$ cat src/verilog/lpsc_pkg.sv
package lpsc_pkg;

  // register map, byte addresses on the plain register port
  localparam int ADDR_W = 8;
  localparam logic [7:0] OFS_DEV_CAP = 8'h00;
  localparam logic [7:0] OFS_LINK_CAP = 8'h04;
  localparam logic [7:0] OFS_CTRL = 8'h08;
  localparam logic [7:0] OFS_STATUS = 8'h0C;

  // capability field positions
  localparam int DEVCAP_L0S_ACC_LSB = 6;
  localparam int DEVCAP_L1_ACC_LSB = 9;
  localparam int LINKCAP_ASPM_LSB = 10;
  localparam int LINKCAP_L0S_EXIT_LSB = 12;
  localparam int LINKCAP_L1_EXIT_LSB = 15;

  // control word fields
  localparam int CTRL_PSTATE_LSB = 0;
  localparam int CTRL_L0S_BIT = 2;
  localparam int CTRL_L1_BIT = 3;
  localparam logic [1:0] PSTATE_D0 = 2'h0;
  localparam logic [1:0] CTRL_PSTATE_RST = 2'h0;
  localparam logic CTRL_ASPM_RST = 1'b0;

  // status word fields
  localparam int STAT_EIDLE_BIT = 4;
  localparam int STAT_BLOCK_BIT = 5;
  localparam int STAT_L1SS_BIT = 6;

  // timing
  localparam int CLK_PERIOD_NS = 100;
  localparam int FTS_TIME_NS = 16;
  localparam int MGMT_DLLP_PERIOD_NS = 30000;
  localparam int MGMT_DLLP_PERIOD_CYC = MGMT_DLLP_PERIOD_NS / CLK_PERIOD_NS;
  localparam int PM_DLLP_REPEAT_NS = 800;
  localparam int PM_DLLP_REPEAT_CYC = PM_DLLP_REPEAT_NS / CLK_PERIOD_NS;
  localparam logic [1:0] EIOS_COUNT_GEN1 = 2'h1;
  localparam logic [1:0] EIOS_COUNT_GEN2 = 2'h2;

  typedef enum logic [3:0] {
    ST_L0,
    ST_L0S,
    ST_L0S_EXIT,
    ST_SW_DRAIN,
    ST_SW_ENTER,
    ST_ASPM_REQ,
    ST_DS_DRAIN,
    ST_DS_ACK,
    ST_EIOS,
    ST_L1
  } lpsc_pm_state_t;

endpackage : lpsc_pkg

$ cat src/verilog/lpsc_top.sv
// What this block does
// L0/off fixed; other states enabled by configuration
// idle transmitter enters L0s, pending data exits
// periodic link management DLLPs force L0s exits
// L0s entry waits configured idle interval
// fast training count taken from configuration
// late L0s exit directs link to Recovery
// L0s acceptable latency in device capabilities
// non-Endpoint acceptable latency fields read zero
// L0s exit latency in link capabilities
// ASPM support bits follow L0s/L1 enables
// non-D0 state blocks packets, drains replay buffer
// repeat enter-L1 until acknowledged, then L1
// pending packet or partner activity leaves L1
// downstream drains, repeats ack until partner idles
// L1 acceptable latency in device capabilities
// L1 exit latency in link capabilities
// only Upstream Port requests ASPM L1
// ASPM L1 needs feature and software enable
// upstream requests L1 after configured idle period
// downstream accepts ASPM L1 only when nothing pending
// downstream sends 1/2 idle sets, then idles
// idle timers restart on each packet/ack-nak
module lpsc_top #(
  parameter int TIMER_W = 16
) (
  input wire logic SYS_CLK,
  input wire logic RST,
  input wire logic [lpsc_pkg::ADDR_W-1:0] ADDR,
  input wire logic [31:0] WDATA,
  input wire logic WR_STB,
  input wire logic RD_STB,
  output logic [31:0] RDATA,
  input wire logic CFG_UPSTREAM,
  input wire logic CFG_ENDPOINT,
  input wire logic CFG_L0S_EN,
  input wire logic CFG_ASPM_L1_EN,
  input wire logic CFG_L1SS_EN,
  input wire logic CFG_SW_L1_EN,
  input wire logic CFG_LINK_GEN2,
  input wire logic [TIMER_W-1:0] CFG_STANDBY_ENTRY_IDLE_TIME,
  input wire logic [TIMER_W-1:0] CFG_ASPM_L1_IDLE_TIME,
  input wire logic [7:0] CFG_FTS_COUNT,
  input wire logic [TIMER_W-1:0] CFG_FAST_TRAIN_TIMEOUT_EXTENSION,
  input wire logic [2:0] CFG_L0S_ACC_LAT,
  input wire logic [2:0] CFG_L1_ACC_LAT,
  input wire logic [2:0] CFG_L0S_EXIT_LAT,
  input wire logic [2:0] CFG_L1_EXIT_LAT,
  input wire logic TX_TLP_PENDING,
  input wire logic TX_ACKNAK_PENDING,
  input wire logic TX_IN_PROGRESS,
  input wire logic TX_TLP_SENT,
  input wire logic TX_ACKNAK_SENT,
  input wire logic TX_DLLP_SENT,
  input wire logic REPLAY_EMPTY,
  input wire logic RX_PM_ENTER_L1,
  input wire logic RX_PM_REQ_ACK,
  input wire logic RX_ASPM_L1_REQ,
  input wire logic RX_ASPM_REJECT,
  input wire logic RX_ELEC_IDLE,
  input wire logic LTSSM_L0_REACHED,
  input wire logic LTSSM_L1_EXIT_PARTNER,
  output logic TX_BLOCK,
  output logic TX_ELEC_IDLE,
  output logic [7:0] FTS_COUNT,
  output logic LTSSM_GO_L1,
  output logic LTSSM_GO_L0,
  output logic LTSSM_GO_RECOVERY,
  output logic SEND_PM_ENTER_L1,
  output logic SEND_PM_REQ_ACK,
  output logic SEND_ASPM_L1_REQ,
  output logic SEND_ASPM_REJECT,
  output logic SEND_EIOS,
  output logic SEND_MGMT_DLLP,
  output logic [3:0] PM_STATE
);
  import lpsc_pkg::*;

  if (TIMER_W < 4 || TIMER_W > 24) begin : g_bad_width
    $error("TIMER_W must lie between 4 and 24");
  end

  localparam logic [15:0] MGMT_LAST = 16'(MGMT_DLLP_PERIOD_CYC - 1);
  localparam logic [3:0] REPEAT_LAST = 4'(PM_DLLP_REPEAT_CYC - 1);

  typedef struct packed {
    lpsc_pm_state_t state;
    logic [1:0] ctrl_pstate;
    logic ctrl_l0s;
    logic ctrl_l1;
    logic [1:0] pstate_prev;
    logic [TIMER_W-1:0] l0s_cnt;
    logic [TIMER_W-1:0] l1_cnt;
    logic [TIMER_W:0] exit_cnt;
    logic [3:0] rep_cnt;
    logic [1:0] eios_left;
    logic [15:0] mgmt_cnt;
    logic mgmt_due;
    logic rx_ei_s1;
    logic rx_ei_s2;
    logic [31:0] rdata;
    logic [7:0] fts_count;
    logic tx_block;
    logic tx_eidle;
    logic go_l1;
    logic go_l0;
    logic go_recov;
    logic send_enter;
    logic send_ack;
    logic send_aspm_req;
    logic send_reject;
    logic send_eios;
    logic send_mgmt;
  } lpsc_regs_t;

  lpsc_regs_t st_r;
  lpsc_regs_t st_nxt;

  function automatic logic hit(input logic [ADDR_W-1:0] a, input logic [7:0] ofs);
    hit = (a == ofs);
  endfunction : hit

  function automatic logic drained(input logic in_prog, input logic replay_empty);
    drained = !in_prog && replay_empty;
  endfunction : drained

  // fts train time in cycles, rounded up; at 2.5 Gb/s several sets fit in one cycle
  function automatic logic [TIMER_W:0] exit_limit(input logic [7:0] fts, input logic [TIMER_W-1:0] ext);
    logic [31:0] base;
    base = (32'(fts) * 32'(FTS_TIME_NS) + 32'(CLK_PERIOD_NS - 1)) / 32'(CLK_PERIOD_NS);
    exit_limit = (TIMER_W + 1)'(base) + {1'b0, ext};
  endfunction : exit_limit

  logic l0s_ok;
  logic aspm_ok;
  logic l0s_act;
  logic l1_act;
  logic pst_change;
  logic rep_fire;
  logic mgmt_set;
  logic mgmt_clr;
  logic [31:0] dev_cap;
  logic [31:0] link_cap;

  always_comb begin
    l0s_ok = CFG_L0S_EN && st_r.ctrl_l0s;
    aspm_ok = CFG_ASPM_L1_EN && st_r.ctrl_l1;
    l0s_act = TX_TLP_SENT || TX_DLLP_SENT || TX_ACKNAK_SENT;
    l1_act = TX_TLP_SENT || TX_ACKNAK_SENT;
    pst_change = (st_r.ctrl_pstate != PSTATE_D0) && (st_r.pstate_prev == PSTATE_D0);
    rep_fire = (st_r.rep_cnt == 4'h0);
    mgmt_set = (st_r.mgmt_cnt == MGMT_LAST);
    mgmt_clr = 1'b0;
    dev_cap = 32'h0;
    link_cap = 32'h0;
    if (CFG_ENDPOINT) begin
      dev_cap[DEVCAP_L0S_ACC_LSB +: 3] = CFG_L0S_ACC_LAT;
      dev_cap[DEVCAP_L1_ACC_LSB +: 3] = CFG_L1_ACC_LAT;
    end
    link_cap[LINKCAP_ASPM_LSB +: 2] = {CFG_ASPM_L1_EN, CFG_L0S_EN};
    link_cap[LINKCAP_L0S_EXIT_LSB +: 3] = CFG_L0S_EXIT_LAT;
    link_cap[LINKCAP_L1_EXIT_LSB +: 3] = CFG_L1_EXIT_LAT;

    st_nxt = st_r;
    st_nxt.go_l0 = 1'b0;
    st_nxt.go_recov = 1'b0;
    st_nxt.send_enter = 1'b0;
    st_nxt.send_ack = 1'b0;
    st_nxt.send_aspm_req = 1'b0;
    st_nxt.send_reject = 1'b0;
    st_nxt.send_eios = 1'b0;
    st_nxt.send_mgmt = 1'b0;
    st_nxt.rx_ei_s1 = RX_ELEC_IDLE;
    st_nxt.rx_ei_s2 = st_r.rx_ei_s1;
    st_nxt.fts_count = CFG_FTS_COUNT;
    st_nxt.pstate_prev = st_r.ctrl_pstate;
    st_nxt.rep_cnt = (st_r.rep_cnt == REPEAT_LAST) ? 4'h0 : st_r.rep_cnt + 4'h1;

    if (WR_STB && hit(ADDR, OFS_CTRL)) begin
      st_nxt.ctrl_pstate = WDATA[CTRL_PSTATE_LSB +: 2];
      st_nxt.ctrl_l0s = WDATA[CTRL_L0S_BIT];
      st_nxt.ctrl_l1 = WDATA[CTRL_L1_BIT];
    end
    // read data only stand in the cycle after the strobe
    st_nxt.rdata = 32'h0;
    if (RD_STB) begin
      if (hit(ADDR, OFS_DEV_CAP)) begin
        st_nxt.rdata = dev_cap;
      end else if (hit(ADDR, OFS_LINK_CAP)) begin
        st_nxt.rdata = link_cap;
      end else if (hit(ADDR, OFS_CTRL)) begin
        st_nxt.rdata = {28'h0, st_r.ctrl_l1, st_r.ctrl_l0s, st_r.ctrl_pstate};
      end else if (hit(ADDR, OFS_STATUS)) begin
        st_nxt.rdata[3:0] = st_r.state;
        st_nxt.rdata[STAT_EIDLE_BIT] = st_r.tx_eidle;
        st_nxt.rdata[STAT_BLOCK_BIT] = st_r.tx_block;
        st_nxt.rdata[STAT_L1SS_BIT] = CFG_L1SS_EN;
      end
    end

    st_nxt.mgmt_cnt = mgmt_set ? 16'h0 : st_r.mgmt_cnt + 16'h1;

    if (l0s_act || st_r.state != ST_L0 || !l0s_ok) begin
      st_nxt.l0s_cnt = '0;
    end else if (st_r.l0s_cnt != CFG_STANDBY_ENTRY_IDLE_TIME) begin
      st_nxt.l0s_cnt = st_r.l0s_cnt + 1'b1;
    end
    if (l1_act || st_r.state != ST_L0 || !aspm_ok || !CFG_UPSTREAM) begin
      st_nxt.l1_cnt = '0;
    end else if (st_r.l1_cnt != CFG_ASPM_L1_IDLE_TIME) begin
      st_nxt.l1_cnt = st_r.l1_cnt + 1'b1;
    end

    case (st_r.state)
      ST_L0: begin
        if (CFG_UPSTREAM && CFG_SW_L1_EN && pst_change) begin
          st_nxt.state = ST_SW_DRAIN;
          st_nxt.tx_block = 1'b1;
        end else if (!CFG_UPSTREAM && CFG_SW_L1_EN && RX_PM_ENTER_L1) begin
          st_nxt.state = ST_DS_DRAIN;
          st_nxt.tx_block = 1'b1;
        end else if (!CFG_UPSTREAM && RX_ASPM_L1_REQ) begin
          if (aspm_ok && !TX_TLP_PENDING && !TX_ACKNAK_PENDING) begin
            st_nxt.state = ST_DS_ACK;
            st_nxt.tx_block = 1'b1;
            st_nxt.rep_cnt = 4'h0;
          end else begin
            st_nxt.send_reject = 1'b1;
          end
        end else if (CFG_UPSTREAM && aspm_ok && !l1_act && !TX_TLP_PENDING
                     && st_r.l1_cnt == CFG_ASPM_L1_IDLE_TIME) begin
          st_nxt.state = ST_ASPM_REQ;
          st_nxt.tx_block = 1'b1;
          st_nxt.rep_cnt = 4'h0;
        end else if (l0s_ok && !l0s_act && !TX_TLP_PENDING && !TX_ACKNAK_PENDING && !st_r.mgmt_due
                     && st_r.l0s_cnt == CFG_STANDBY_ENTRY_IDLE_TIME) begin
          st_nxt.state = ST_L0S;
          st_nxt.tx_eidle = 1'b1;
        end else if (st_r.mgmt_due) begin
          st_nxt.send_mgmt = 1'b1;
          mgmt_clr = 1'b1;
        end
      end
      ST_L0S: begin
        // management due forces the exit so the idle link still carries them
        if (TX_TLP_PENDING || TX_ACKNAK_PENDING || st_r.mgmt_due || !l0s_ok) begin
          st_nxt.state = ST_L0S_EXIT;
          st_nxt.tx_eidle = 1'b0;
          st_nxt.exit_cnt = '0;
        end
      end
      ST_L0S_EXIT: begin
        if (LTSSM_L0_REACHED) begin
          st_nxt.state = ST_L0;
        end else if (st_r.exit_cnt >= exit_limit(CFG_FTS_COUNT, CFG_FAST_TRAIN_TIMEOUT_EXTENSION)) begin
          st_nxt.go_recov = 1'b1;
          st_nxt.state = ST_L0;
        end else begin
          st_nxt.exit_cnt = st_r.exit_cnt + 1'b1;
        end
      end
      ST_SW_DRAIN: begin
        if (drained(TX_IN_PROGRESS, REPLAY_EMPTY)) begin
          st_nxt.state = ST_SW_ENTER;
          st_nxt.rep_cnt = 4'h0;
        end
      end
      ST_SW_ENTER: begin
        if (RX_PM_REQ_ACK) begin
          st_nxt.state = ST_EIOS;
          st_nxt.eios_left = CFG_LINK_GEN2 ? EIOS_COUNT_GEN2 : EIOS_COUNT_GEN1;
        end else begin
          st_nxt.send_enter = rep_fire;
        end
      end
      ST_ASPM_REQ: begin
        if (RX_ASPM_REJECT || TX_TLP_PENDING) begin
          st_nxt.state = ST_L0;
          st_nxt.tx_block = 1'b0;
        end else if (RX_PM_REQ_ACK) begin
          st_nxt.state = ST_EIOS;
          st_nxt.eios_left = CFG_LINK_GEN2 ? EIOS_COUNT_GEN2 : EIOS_COUNT_GEN1;
        end else if (drained(TX_IN_PROGRESS, REPLAY_EMPTY)) begin
          st_nxt.send_aspm_req = rep_fire;
        end
      end
      ST_DS_DRAIN: begin
        if (drained(TX_IN_PROGRESS, REPLAY_EMPTY)) begin
          st_nxt.state = ST_DS_ACK;
          st_nxt.rep_cnt = 4'h0;
        end
      end
      ST_DS_ACK: begin
        if (st_r.rx_ei_s2) begin
          st_nxt.state = ST_EIOS;
          st_nxt.eios_left = CFG_LINK_GEN2 ? EIOS_COUNT_GEN2 : EIOS_COUNT_GEN1;
        end else begin
          st_nxt.send_ack = rep_fire;
        end
      end
      ST_EIOS: begin
        st_nxt.send_eios = 1'b1;
        st_nxt.eios_left = st_r.eios_left - 2'h1;
        if (st_r.eios_left == 2'h1) begin
          st_nxt.state = ST_L1;
          st_nxt.tx_eidle = 1'b1;
          st_nxt.go_l1 = 1'b1;
        end
      end
      ST_L1: begin
        if (TX_TLP_PENDING || LTSSM_L1_EXIT_PARTNER) begin
          st_nxt.state = ST_L0;
          st_nxt.tx_eidle = 1'b0;
          st_nxt.tx_block = 1'b0;
          st_nxt.go_l1 = 1'b0;
          st_nxt.go_l0 = 1'b1;
        end
      end
      default: begin
        st_nxt.state = ST_L0;
        st_nxt.tx_eidle = 1'b0;
        st_nxt.tx_block = 1'b0;
        st_nxt.go_l1 = 1'b0;
      end
    endcase
    // a new period wins over the issue in the same cycle
    st_nxt.mgmt_due = mgmt_set || (st_r.mgmt_due && !mgmt_clr);
  end

  always_ff @(posedge SYS_CLK or posedge RST) begin
    if (RST) begin
      st_r <= '0;
    end else begin
      st_r <= st_nxt;
    end
  end

  assign RDATA = st_r.rdata;
  assign TX_BLOCK = st_r.tx_block;
  assign TX_ELEC_IDLE = st_r.tx_eidle;
  assign FTS_COUNT = st_r.fts_count;
  assign LTSSM_GO_L1 = st_r.go_l1;
  assign LTSSM_GO_L0 = st_r.go_l0;
  assign LTSSM_GO_RECOVERY = st_r.go_recov;
  assign SEND_PM_ENTER_L1 = st_r.send_enter;
  assign SEND_PM_REQ_ACK = st_r.send_ack;
  assign SEND_ASPM_L1_REQ = st_r.send_aspm_req;
  assign SEND_ASPM_REJECT = st_r.send_reject;
  assign SEND_EIOS = st_r.send_eios;
  assign SEND_MGMT_DLLP = st_r.send_mgmt;
  assign PM_STATE = st_r.state;

  chk_l0s_needs_enable: assert property (@(posedge SYS_CLK) disable iff (RST)
    $rose(st_r.tx_eidle) && st_r.state == ST_L0S |-> $past(CFG_L0S_EN) && $past(st_r.ctrl_l0s))
    else $error("L0s entered while not enabled");

  chk_l0s_full_idle: assert property (@(posedge SYS_CLK) disable iff (RST)
    $rose(st_r.tx_eidle) && st_r.state == ST_L0S
    |-> $past(st_r.l0s_cnt) == $past(CFG_STANDBY_ENTRY_IDLE_TIME) && !$past(TX_TLP_SENT))
    else $error("L0s entered before the idle interval ran out");

  chk_l0s_exit_pend: assert property (@(posedge SYS_CLK) disable iff (RST)
    st_r.state == ST_L0S && TX_TLP_PENDING |=> st_r.state == ST_L0S_EXIT && !st_r.tx_eidle)
    else $error("pending packet did not end L0s");

  chk_recovery_late: assert property (@(posedge SYS_CLK) disable iff (RST)
    st_r.go_recov |-> $past(st_r.state) == ST_L0S_EXIT && !$past(LTSSM_L0_REACHED))
    else $error("recovery directed outside a late L0s exit");

  chk_block_non_d0: assert property (@(posedge SYS_CLK) disable iff (RST)
    st_r.state == ST_L0 && CFG_UPSTREAM && CFG_SW_L1_EN && pst_change |=> st_r.tx_block ##0 st_r.state == ST_SW_DRAIN)
    else $error("non-D0 power state did not block packets");

  chk_enter_until_ack: assert property (@(posedge SYS_CLK) disable iff (RST)
    st_r.state == ST_SW_ENTER && RX_PM_REQ_ACK |=> st_r.state == ST_EIOS ##[1:2] st_r.go_l1)
    else $error("acknowledge did not lead to L1");

  chk_l1_leave: assert property (@(posedge SYS_CLK) disable iff (RST)
    st_r.state == ST_L1 && (TX_TLP_PENDING || LTSSM_L1_EXIT_PARTNER) |=> st_r.state == ST_L0 && st_r.go_l0)
    else $error("L1 not left on activity");

  chk_ds_never_requests: assert property (@(posedge SYS_CLK) disable iff (RST)
    st_r.send_aspm_req |-> $past(CFG_UPSTREAM))
    else $error("downstream port sent an ASPM L1 request");

  chk_aspm_reject: assert property (@(posedge SYS_CLK) disable iff (RST)
    st_r.state == ST_L0 && !CFG_UPSTREAM && RX_ASPM_L1_REQ && !(CFG_SW_L1_EN && RX_PM_ENTER_L1)
    && (TX_TLP_PENDING || TX_ACKNAK_PENDING) |=> st_r.send_reject && st_r.state == ST_L0)
    else $error("ASPM L1 request not rejected with traffic pending");

  chk_devcap_zero: assert property (@(posedge SYS_CLK) disable iff (RST)
    RD_STB && hit(ADDR, OFS_DEV_CAP) && !CFG_ENDPOINT |=> st_r.rdata[11:6] == 6'h00)
    else $error("acceptable latency fields not zero for non-endpoint");

  chk_aspm_field: assert property (@(posedge SYS_CLK) disable iff (RST)
    RD_STB && hit(ADDR, OFS_LINK_CAP) |=> st_r.rdata[11:10] == {$past(CFG_ASPM_L1_EN), $past(CFG_L0S_EN)})
    else $error("ASPM support field wrong");

  chk_eios_count: assert property (@(posedge SYS_CLK) disable iff (RST)
    $rose(st_r.state == ST_EIOS) && !CFG_LINK_GEN2 |=> st_r.send_eios ##1 !st_r.send_eios && st_r.tx_eidle)
    else $error("wrong number of idle sets before idling");

endmodule : lpsc_top
$ cat config.mk
export PLATFORM = sky130hd
export DESIGN_NAME = lpsc_top
export DESIGN_NICKNAME = d
export VERILOG_FILES = /design/src/verilog/lpsc_pkg.sv /design/src/verilog/lpsc_top.sv
export SDC_FILE = /design/constraint.sdc
export NUM_CORES = 1
export LEC_CHECK = 0
export BUFFER_PORTS_ARGS = -buffer_cell sky130_fd_sc_hd__buf_2
export CAP_MARGIN = 30
export CORE_MARGIN = 5
export CORE_UTILIZATION = 56
export DETAILED_ROUTE_END_ITERATION = 6
export GPL_TIMING_DRIVEN = 0
export HOLD_SLACK_MARGIN = 0.1
export PLACE_DENSITY = 0.82
export SLEW_MARGIN = 0
export SYNTH_ARGS = -nofsm -noshare
export SYNTH_HDL_FRONTEND = slang
export SYNTH_SLANG_ARGS = --single-unit
$ cat constraint.sdc
create_clock -name SYS_CLK -period 5.05 [get_ports SYS_CLK]
set_clock_uncertainty 0.1 [all_clocks]
set_input_delay 0.2525 -clock SYS_CLK [delete_from_list [all_inputs] [get_ports SYS_CLK]]
set_output_delay 0.2525 -clock SYS_CLK [all_outputs]
set_load 0.02 [all_outputs]
==> results of run 1 <==
-- cell usage after synthesis, types with 4 or more instances --
library cell / count
a211oi_1: 6
a21o_1: 6
a21oi_1: 39
a31o_2: 4
a31oi_1: 12
and2_1: 15
and3_1: 25
buf_2: 6
buf_4: 45
clkbuf_1: 22
dfrtp_1: 121
ha_1: 38
inv_1: 35
mux2_2: 7
mux2i_1: 10
nand2_1: 69
nand2b_1: 11
nand3_1: 37
nand3b_1: 4
nand4_1: 22
nor2_1: 102
nor2b_1: 11
nor3_1: 17
nor3b_1: 7
nor4_1: 11
nor4b_1: 5
o2111ai_1: 4
o211ai_1: 12
o21a_1: 16
o21ai_0: 40
o22ai_1: 6
o31ai_1: 9
or2_2: 5
or3_1: 14
or4_1: 11
xnor2_1: 41
xor2_1: 50
-- registers in the layout, indices dropped and copies added, names as in the netlist, 3 cells and up --
| name | flops |
|---|---|
| FTS_COUNT | 8 |
| PM_STATE | 4 |
| RDATA | 18 |
| st_r | 77 |
| st_nxt | 3 |
-- final cells by class --
type	count	share of cell area [%]
multi-input combinational	749	47.6
clock buffer	18	3.78
timing repair buffer	230	13.1
inverter	35	1.26
clock inverter	13	1.44
tap	188	2.03
sequential	121	26.1
buffer	76	4.70
-- power groups by stage --
stage               clock network (uW)  logic, uW  registers [uW]
floorplan                            0       1000            1110
global placement                     0       1300            1110
detailed placement                   0       1330            1110
CTS                               1260       1600            1100
global route                      1310       1880            1110
finish                            1250       1750            1100
-- stage by stage --
step           area (um^2)  util, %
5_1_grt              11600     76.6
6_report             11600     76.6
4_1_cts              11300     74.6
3_5_place_dp          9800     64.7
2_1_floorplan         8810        -
3_3_place_gp          9770     64.5
-- repair_timing --
action	in CTS	in global routing
resized for setup	57	39
setup endpoints to repair	22	22
pin swaps	50	37
endpoints found under the hold margin	57	0
cloned	2	0
hold buffers	34	0
setup buffers	32	15
-- routing by layer --
layer	global-route usage, %	up-vias	part of all wire [%]
li1	-	3961	-
met5	0	-	0
met2	46.9	406	51
met1	33.3	4075	39
met3	4.88	73	7.0
met4	11.1	0	3.1
-- worst max-delay path by stage --
stage,startpoint,end,depth (start not counted)
finish,CFG_FTS_COUNT[1],st_r[87],56
global route,CFG_FTS_COUNT[1],st_r[87],56
CTS,CFG_FTS_COUNT[1],st_r[79],53
detailed placement,CFG_FTS_COUNT[1],st_r[79],52
floorplan,CFG_FTS_COUNT[1],st_r[80],51
global placement,CFG_FTS_COUNT[1],st_r[80],52
-- logic make-up after synthesis --
kind of cell	synth area share, %
DFF	35.1
adders and majority gates	5.86
and+or+nand+nor	23.4
AOI/OAI and AO/OA	17.1
buffers and inverters	7.05
other	0.0435
muxes	2.07
xor gates and xnor gates	9.43
-- critical path, delay by kind of cell --
kind	cells	cell delay (ps)
AOI/OAI and AO/OA	24	3860
xor gates and xnor gates	2	370
adders and majority gates	7	1760
buffers and inverters	12	1390
and+or+nand+nor	11	1110
-- placed cells by master (no fill, tap or decap), types with 31 or more instances in the layout --
cell / Yosys / routed
dfrtp_1: 121 / 121
ha_1: 38 / 32
xor2_1: 50 / 48
nand3_1: 37 / 31
nor2_1: 102 / 99
buf_2: 6 / 145
xnor2_1: 41 / 41
nand2_1: 69 / 68
dlygate4sd3_1: 0 / 34
buf_4: 45 / 87
==> metrics.md, run 1 <==
| Metric | Value |
|---|---|
| Status | complete, but fails checks |
| Violated checks | negative setup slack |
| Launch point of the worst reg-to-reg path | st_r[77] |
| IO buf count | 144 |
| H-tree Lvls | 4 |
| Crit. End Element | flop |
| WL final | 25300 um |
| Worst-path maximum fanout | 8 |
| Clk sinks | 121 |
| RSZ-0062 raised after global routing | yes |
| Rows | 45 |
| Hold path cells | 3 |
| CP max stage delay | 420 ps |
| DP HPWL | 16200 um |
| CTS Buffer Depth | 2 |
| Hold Slack | 134 ps |
| Starting Density | 57.0% |
| Sw frac | 35.8% |
| GRT overflow | 0 |
| Final Power | 4090 uW |
| Yosys cell types | 92 |
| First-pass GRT wire length | 40000 um |
| Crit Path Class | in2reg |
| N_diodes | 0 |
| Tcrit/Tclk final | 171% |
| CTS tree | done |
| CTS buffer count | 17 |
| Setup TNS | -76220 ps |
| Layout cells sized above 1 | 31.2% |
| #FFs+latches synth | 121 |
| Maxcap violations | 0 |
| DRC | 0 |
| Pin count of the biggest net entering global routing | 97 |
| Required @ worst endpoint | 5230 ps |
| CP startpoint kind | primary input |
| Routed Antenna Nets | 0 |
| Leak | 0.00532 uW |
| Asr flop ratio synth | 100% |
| Vias per cell | 5.95 |
| Ports | 188 |
| Pwr/cell area | 353 mW/mm^2 |
| Clock share of power | 30.5% |
| Initial DRC Count | 624 |
| Register share of total power | 26.8% |
| Max frequency | 116 MHz |
| Slew HR | 40.6% |
| Synth Flop Type | dfrtp_1 |
| Sequential cell area | 0.00303 mm^2 |
| Final worst slack | -3570 ps |
| Place WS | -4580 ps |
| Layout Area Growth over Synthesis | 34.5% |
| Vias in the first global route | 8384 |
| Yosys warning count | 0 |
| Wire per inst | 17.7 um |
| DP Cell Count | 1314 |
| DIE AREA | 0.0180 mm^2 |
| Core Area | 0.0151 mm^2 |
| Logic pwr share | 42.7% |
| Via count | 8515 |
| Die Y | 134 um |
| Hold Path Origin | LTSSM_L0_REACHED |
| Slew @ Worst Pin | 878 ps |
| Cells on worst reg2reg path | 18 |
| Seq/Total Area, Yosys | 35.1% |
| Minimum clock period | 8620 ps |
| Post-synth EDFFs | 0 |
| Worst r2r dst | st_r[87] |
| Max Transition Viols Final | 0 |
| Final setup violation count | 22 |
| Area contributors post-synth | dfrtp_1, ha_1, xor2_1 |
| Synth area leader | dfrtp_1 |
| Clk Tree Root Cell | clkbuf_16 |
| Reg-to-reg slack, setup | 1370 ps |
| Worst-Skew Late Latency | 410 ps |
| Top cell type's share of synthesized area | 35.1% |
| Initial antenna violation count | 0 |
| Final Non-Filler Cells | 1430 |
| Post-Syn Area | 0.00863 mm^2 |
| Footprint of the multi-input gates | 0.00553 mm^2 |
| CP max stage cell | a311o_1 |
| Final Wtd Congestion | 0.907 |
| Mean post-synth cell area | 8.91 um^2 |
| HP Class | in2reg |
| Final net count | 1402 |
| Syn Inst Count | 968 |
| Endpoints failing hold | 0 |
| WP data arrival | 8800 ps |
| Max VDD drop | 0.289 mV |
| Register clock-pin slew on the reported worst setup and hold paths | 60 ps |
| P_int | 2630 uW |
| Die width | 134 um |
| Worst Hold End | LTSSM_GO_RECOVERY |
| 1st-pass router iterations | 5 |
| GRT Total Usage | 27.0% |
| Total net switching power | 1470 uW |
| # fillers | 959 |
Power figures use the tool's default switching activity.
==> run 2, diff against run 1 <==
--- a/config.mk
+++ b/config.mk
@@ -13,6 +13,7 @@
 export GPL_TIMING_DRIVEN = 0
 export HOLD_SLACK_MARGIN = 0.1
 export PLACE_DENSITY = 0.82
+export REMOVE_ABC_BUFFERS = 1
 export SLEW_MARGIN = 0
 export SYNTH_ARGS = -nofsm -noshare
 export SYNTH_HDL_FRONTEND = slang
==> run 2 against run 1 <==
The flow still finishes with violations (negative setup slack); routed wire length is 4.8% higher; register-to-register slack hardly changed; clock power is 3% lower; highest routed layer unchanged.
==> metrics.md, run 2 (synthesis gave the netlist of run 1 again) <==
| Metric | Value |
|---|---|
| DIE AREA | 0.0180 mm^2 (unchanged) |
| Starting Density | 57.0% (unchanged) |
| Clock share of power | 30.7% (+0.2 points) |
| Reg with most FFs | st_r |
| Die Y | 134 um (unchanged) |
| WP data arrival | 8930 ps (+130 ps) |
| Sw frac | 36.7% (+0.85 points) |
| GRT overflow | 0 (unchanged) |
| Via count | 8683 (+2.0%) |
| Layout cells sized above 1 | 29.2% (-1.9 points) |
| WP buf/inv | 6 (-6) |
| Logic pwr share | 40.2% (-2.5 points) |
| Status | complete, but fails checks |
| N_diodes | 0 (unchanged) |
| # fillers | 957 (-0.21%) |
| Crit Path Class | in2reg |
| DRC | 0 (unchanged) |
| HP Class | in2reg |
| First-pass GRT wire length | 40500 um (+1.4%) |
| WL final | 26500 um (+4.8%) |
| Routed Antenna Nets | 0 (unchanged) |
| Most frequent CP cell | buf_4 |
| Initial DRC Count | 902 (+45%) |
| Max Transition Viols Final | 0 (unchanged) |
| Pin count of the biggest net entering global routing | 81 (-16%) |
| Tcrit/Tclk final | 173% (+2.0 points) |
| CTS Buffer Depth | 2 (unchanged) |
| 1st-pass router iterations | 6 (+1) |
| Maxcap violations | 0 (unchanged) |
| Slew HR | 30.5% (-10 points) |
| CP max stage delay | 450 ps (+30 ps) |
| Worst-Skew Late Latency | 420 ps (about the same) |
| Clk Tree Root Cell | clkbuf_16 |
| Slew @ Worst Pin | 1020 ps (+138 ps) |
| Final worst slack | -3670 ps (-99.3 ps) |
| Most frequent cells in the layout | buf_2, dfrtp_1, nor2_1 |
| Register share of total power | 29.2% (+2.4 points) |
| Rows | 45 (unchanged) |
| Place WS | -5820 ps (-1240 ps) |
| DP HPWL | 15500 um (-4.4%) |
| Ports | 188 (unchanged) |
| Wire per inst | 19.4 um (+9.5%) |
| CP delay by family, top | compound AO/OA/AOI/OAI gates |
| CTS buffer count | 17 (unchanged) |
| Vias in the first global route | 8329 (-0.66%) |
| Commonest non-fill, non-tap cell in the layout | buf_2 |
| Pwr/cell area | 357 mW/mm^2 (+1.2%) |
| Die width | 134 um (unchanged) |
| CTS tree | done |
| Final net count | 1341 (-4.4%) |
| H-tree Lvls | 4 (unchanged) |
| Final setup violation count | 22 (unchanged) |
| Final Wtd Congestion | 0.932 (+2.7%) |
| Minimum clock period | 8720 ps (+99.3 ps) |
| Max frequency | 115 MHz (-1.1%) |
| Endpoints failing hold | 0 (unchanged) |
| Core Area | 0.0151 mm^2 (unchanged) |
| Worst-path maximum fanout | 7 (-1) |
| RSZ-0062 raised after global routing | yes |
| P_int | 2510 uW (-4.5%) |
| Hold Slack | 121 ps (-12.7 ps) |
| CP startpoint kind | primary input |
| Clk sinks | 121 (unchanged) |
| CP max stage cell | or3_4 |
| Largest register FFs | 77 (unchanged) |
| Max VDD drop | 0.273 mV (-5.6%) |
| Layout Area Growth over Synthesis | 28.7% |
| Violated checks | negative setup slack |
| Required @ worst endpoint | 5260 ps (+30 ps) |
| GRT Total Usage | 27.6% (+0.58 points) |
| Initial antenna violation count | 0 (unchanged) |
| Total net switching power | 1450 uW (-0.96%) |
| Register clock-pin slew on the reported worst setup and hold paths | 60 ps (about the same) |
| Vias per cell | 6.34 (+6.5%) |
| Leak | 0.00503 uW (-5.5%) |
| Crit. End Element | flop |
| IO buf count | 145 (+0.69%) |
run 2: cell types whose count changed in the layout (fill, tap and decap cells not counted), sizes merged, moves of 2 or more:
| cell | previous run | this run |
|---|---|---|
| buf | 248 | 203 |
| clkbuf | 41 | 23 |
| inv | 39 | 35 |
| clkinvlp | 2 | 4 |
| dlygate4sd3 | 34 | 36 |
run 2: what timing repair did:
action,CTS,global route
pin swaps,41,28
cloned,3,1
resized for setup,70,40
hold buffers,36,0
hold endpoints to repair,75,0
endpoints found under the setup margin,22,22
buffers inserted,40,18
run 2: path summary, 6_finish.rpt:
check / from / end / slack (ps) / cells past startpoint
setup / recovery: CFG_FTS_COUNT[1] / st_r[76] / -3670 / 48
hold / removal: CFG_L1_ACC_LAT[1] / RDATA[10] / 120 / 4
setup reg to reg: st_r[77] / st_r[80] / 1380 / 17
hold reg to reg: st_nxt[51] / st_r[51] / 260 / 0
max in group asynchronous: RST / st_r[54] / 3840 / 4
min in group asynchronous: RST / st_r[124] / 300 / 3
run 2: per-stage QoR:
step,std cells,TNS (ps),util (%),instance area [um^2],power (uW)
floorplan,905,-79940,-,8200,1990
global placement,1238,-117910,60.5,9160,2270
detailed placement,1239,-122440,60.7,9190,2310
CTS,1348,-63650,71.2,10800,3770
global route,1369,-83720,73.3,11100,4160
finish,1369,-76160,73.3,11100,3960
run 2: area by class of cell:
| cell class | count | area (um^2) | area share (%) |
|---|---|---|---|
| clock buffer | 20 | 467 | 4.20 |
| clock inverter | 11 | 120 | 1.08 |
| inverter | 35 | 143 | 1.29 |
| multi-input combinational | 751 | 5450 | 49.1 |
| sequential | 121 | 3030 | 27.3 |
| tap | 188 | 235 | 2.12 |
| timing repair buffer | 243 | 1650 | 14.9 |
run 2: worst min-delay path, stage by stage:
cell,delay [ps]
buf_2,70
and3_1,150
a21oi_1,40
nor2_1,80
run 2: per-layer routing:
metal / up-vias / global-route usage [%] / share of wire (%)
met1: 4171 / 33.6 / 37
met2: 519 / 47.4 / 50
met3: 139 / 5.96 / 8.4
met4: 0 / 11.9 / 4.8
li1: 3854 / - / -
met5: - / 0 / 0
run 2: power groups by stage:
stage | registers, uW | logic, uW | clock network (uW)
CTS | 1150 | 1400 | 1220
global placement | 1160 | 1110 | 0
floorplan | 1170 | 813 | 0
detailed placement | 1170 | 1150 | 0
finish | 1160 | 1590 | 1210
global route | 1170 | 1710 | 1280
==> run 3, diff against run 2 <==
--- a/config.mk
+++ b/config.mk
@@ -7,12 +7,14 @@
 export LEC_CHECK = 0
 export BUFFER_PORTS_ARGS = -buffer_cell sky130_fd_sc_hd__buf_2
 export CAP_MARGIN = 30
+export CELL_PAD_IN_SITES_DETAIL_PLACEMENT = 1
+export CELL_PAD_IN_SITES_GLOBAL_PLACEMENT = 1
 export CORE_MARGIN = 5
-export CORE_UTILIZATION = 56
+export CORE_UTILIZATION = 42
 export DETAILED_ROUTE_END_ITERATION = 6
 export GPL_TIMING_DRIVEN = 0
 export HOLD_SLACK_MARGIN = 0.1
-export PLACE_DENSITY = 0.82
+export PLACE_DENSITY_LB_ADDON = 0.1
 export REMOVE_ABC_BUFFERS = 1
 export SLEW_MARGIN = 0
 export SYNTH_ARGS = -nofsm -noshare
==> run 3 against run 2 <==
The run still ends with negative setup slack left; core utilization down 18 points; clock power shrank 5%; first-iteration DRC count decreased by 62%; flip-flop and latch count unchanged; die area is 31% higher; worst hold slack better by 35 ps; critical path depth up 3.
==> metrics.md, run 3 (synthesis gave the netlist of run 1 again) <==
| Metric | Value |
|---|---|
| Status | complete, but fails checks |
| Violated checks | negative setup slack |
| Maxcap violations | 0 (unchanged) |
| Clock share of power | 29.4% (-1.3 points) |
| HP Class | in2reg |
| Tcrit/Tclk final | 167% (-5.2 points) |
| Final net count | 1334 (-0.52%) |
| Commonest non-fill, non-tap cell in the layout | buf_2 |
| Core Area | 0.0202 mm^2 (+34%) |
| Design Area, Final | 0.0111 mm^2 (+0.43%) |
| Endpoints failing hold | 0 (unchanged) |
| IO buf count | 145 (unchanged) |
| Pwr/cell area | 349 mW/mm^2 (-2.1%) |
| Crit Path Class | in2reg |
| Critical Path Start | CFG_FTS_COUNT[1] |
| Launch point of the worst reg-to-reg path | st_r[77] |
| Footprint of the multi-input gates | 0.00544 mm^2 (-0.21%) |
| Worst r2r dst | st_r[85] |
| Cells on worst reg2reg path | 16 (-1) |
| CP max stage cell | or4_1 |
| Final setup violation count | 22 (unchanged) |
| CP startpoint kind | primary input |
| Clk Tree Root Cell | clkbuf_16 |
| 1st-pass router iterations | 4 (-2) |
| Starting Density | 42.6% (-14 points) |
| GRT overflow | 0 (unchanged) |
| # fillers | 2375 (+150%) |
| P_int | 2470 uW (-1.6%) |
| CTS tree | done |
| Die Y | 153 um (+14%) |
| CP max stage delay | 510 ps (+60 ps) |
| DRC | 0 (unchanged) |
| Register clock-pin slew on the reported worst setup and hold paths | 60 ps (about the same) |
| Rows | 52 (+16%) |
| Worst-path maximum fanout | 7 (unchanged) |
| Total net switching power | 1430 uW (-1.8%) |
| Reg with most FFs | st_r |
| Hold Path Origin | ADDR[2] |
| DIE AREA | 0.0235 mm^2 (+31%) |
| Vias in the first global route | 8385 (+0.67%) |
| GRT Total Usage | 22.5% (-5.1 points) |
| Slew @ Worst Pin | 901 ps (-116 ps) |
| Initial antenna violation count | 1 (+1) |
| Worst-Skew Late Latency | 420 ps (about the same) |
| Crit. End Element | flop |
| Final Power | 3890 uW (-1.7%) |
| Slew HR | 39.1% (+8.6 points) |
| Most frequent cells in the layout | buf_2, dfrtp_1, nor2_1 |
| Logic pwr share | 40.8% (+0.6 points) |
| Max VDD drop | 0.239 mV (-13%) |
| Clk sinks | 121 (unchanged) |
| Sequential cell area | 0.00303 mm^2 (unchanged) |
| WP data arrival | 8690 ps (-240 ps) |
| Largest register FFs | 77 (unchanged) |
| Ports | 188 (unchanged) |
| DP HPWL | 18200 um (+17%) |
| First-pass GRT wire length | 43800 um (+8.0%) |
| Layout Area Growth over Synthesis | 29.2% |
| Pin count of the biggest net entering global routing | 73 (-9.9%) |
| Hold path cells | 2 (-2) |
| WL final | 27100 um (+2.2%) |
| CTS buffer count | 17 (unchanged) |
| Max frequency | 118 MHz (+3.1%) |
| Max Transition Viols Final | 0 (unchanged) |
| Most frequent CP cell | buf_4 |
| H-tree Lvls | 4 (unchanged) |
| Final Non-Filler Cells | 1446 (+5.6%) |
| Worst Hold End | RDATA[5] |
| Via count | 8000 (-7.9%) |
| Setup TNS | -72460 ps (+3700 ps) |
| Reg-to-reg slack, setup | 1280 ps (-100 ps) |
| Dpl cell area | 0.00930 mm^2 (+1.2%) |
| Routed Antenna Nets | 0 (unchanged) |
| Initial DRC Count | 346 (-62%) |
| Wire per inst | 18.8 um (-3.2%) |
| Final worst slack | -3410 ps (+264 ps) |
| Required @ worst endpoint | 5280 ps (+20 ps) |
| Register share of total power | 29.7% (+0.5 points) |
| Leak | 0.00500 uW (-0.45%) |
| RSZ-0062 raised after global routing | yes |
| CTS Buffer Depth | 2 (unchanged) |
| Die width | 153 um (+14%) |
| Sw frac | 36.6% (-0.056 points) |
| Layout cells sized above 1 | 28.3% (-0.87 points) |
| Final Wtd Congestion | 0.843 (-9.5%) |
| DP Cell Count | 1322 (+6.7%) |
| Minimum clock period | 8460 ps (-264 ps) |
| Vias per cell | 5.53 (-13%) |
-- run 3: worst max-delay path: cells and delay by family --
family	cells	cell delay, ps
compound gates	24	4260
xor+xnor	1	170
simple gates	11	1510
fa+ha+maj	6	1470
buf+inv	9	1010
-- run 3: area by class of cell --
type	instances	share of cell area, %
multi-input cells	749	48.8
flip-flops and latches	121	27.2
repair buffers	238	14.7
diodes	1	0.0224
clock buffers	20	4.01
well taps	270	3.03
clock inverters	12	0.909
inverters	35	1.30
-- run 3: what timing repair did --
item / in CTS / in global routing
hold endpoints to repair: 80 / 0
pin swaps: 61 / 40
cloned: 2 / 0
gates resized for setup: 79 / 35
setup buffers: 32 / 19
endpoints found under the setup margin: 22 / 22
hold buffers: 37 / 0
-- run 3: worst max-delay path by stage --
stage | depth (start not counted) | slack [ps] | to
floorplan | 48 | -3840 | st_r[91]
global placement | 49 | -6100 | st_r[91]
detailed placement | 49 | -6240 | st_r[81]
CTS | 51 | -3380 | st_r[85]
global route | 52 | -3870 | st_r[85]
finish | 51 | -3410 | st_r[85]
-- run 3: power groups by stage --
| stage | combinational [uW] | sequential (uW) | clock [uW] |
|---|---|---|---|
| 4_1_cts | 1450 | 1160 | 1170 |
| 2_1_floorplan | 813 | 1170 | 0 |
| 3_5_place_dp | 1190 | 1170 | 0 |
| 3_3_place_gp | 1150 | 1170 | 0 |
| 6_report | 1590 | 1160 | 1150 |
| 5_1_grt | 1740 | 1170 | 1220 |
-- run 3: per-layer routing --
metal	GRT usage (%)	wire (um)
met5	0	0
met4	7.81	628
met3	3.45	892
met2	38.4	13600
met1	29.3	12000
-- run 3: per-stage QoR --
step	util, %	setup slack (ps)	hold slack, ps
after global placement	45.8	-6100	242
final	55.1	-3410	156
after global routing	55.1	-3870	146
after CTS	53.5	-3380	123
after detailed placement	46.0	-6240	235
after floorplan	-	-3840	184
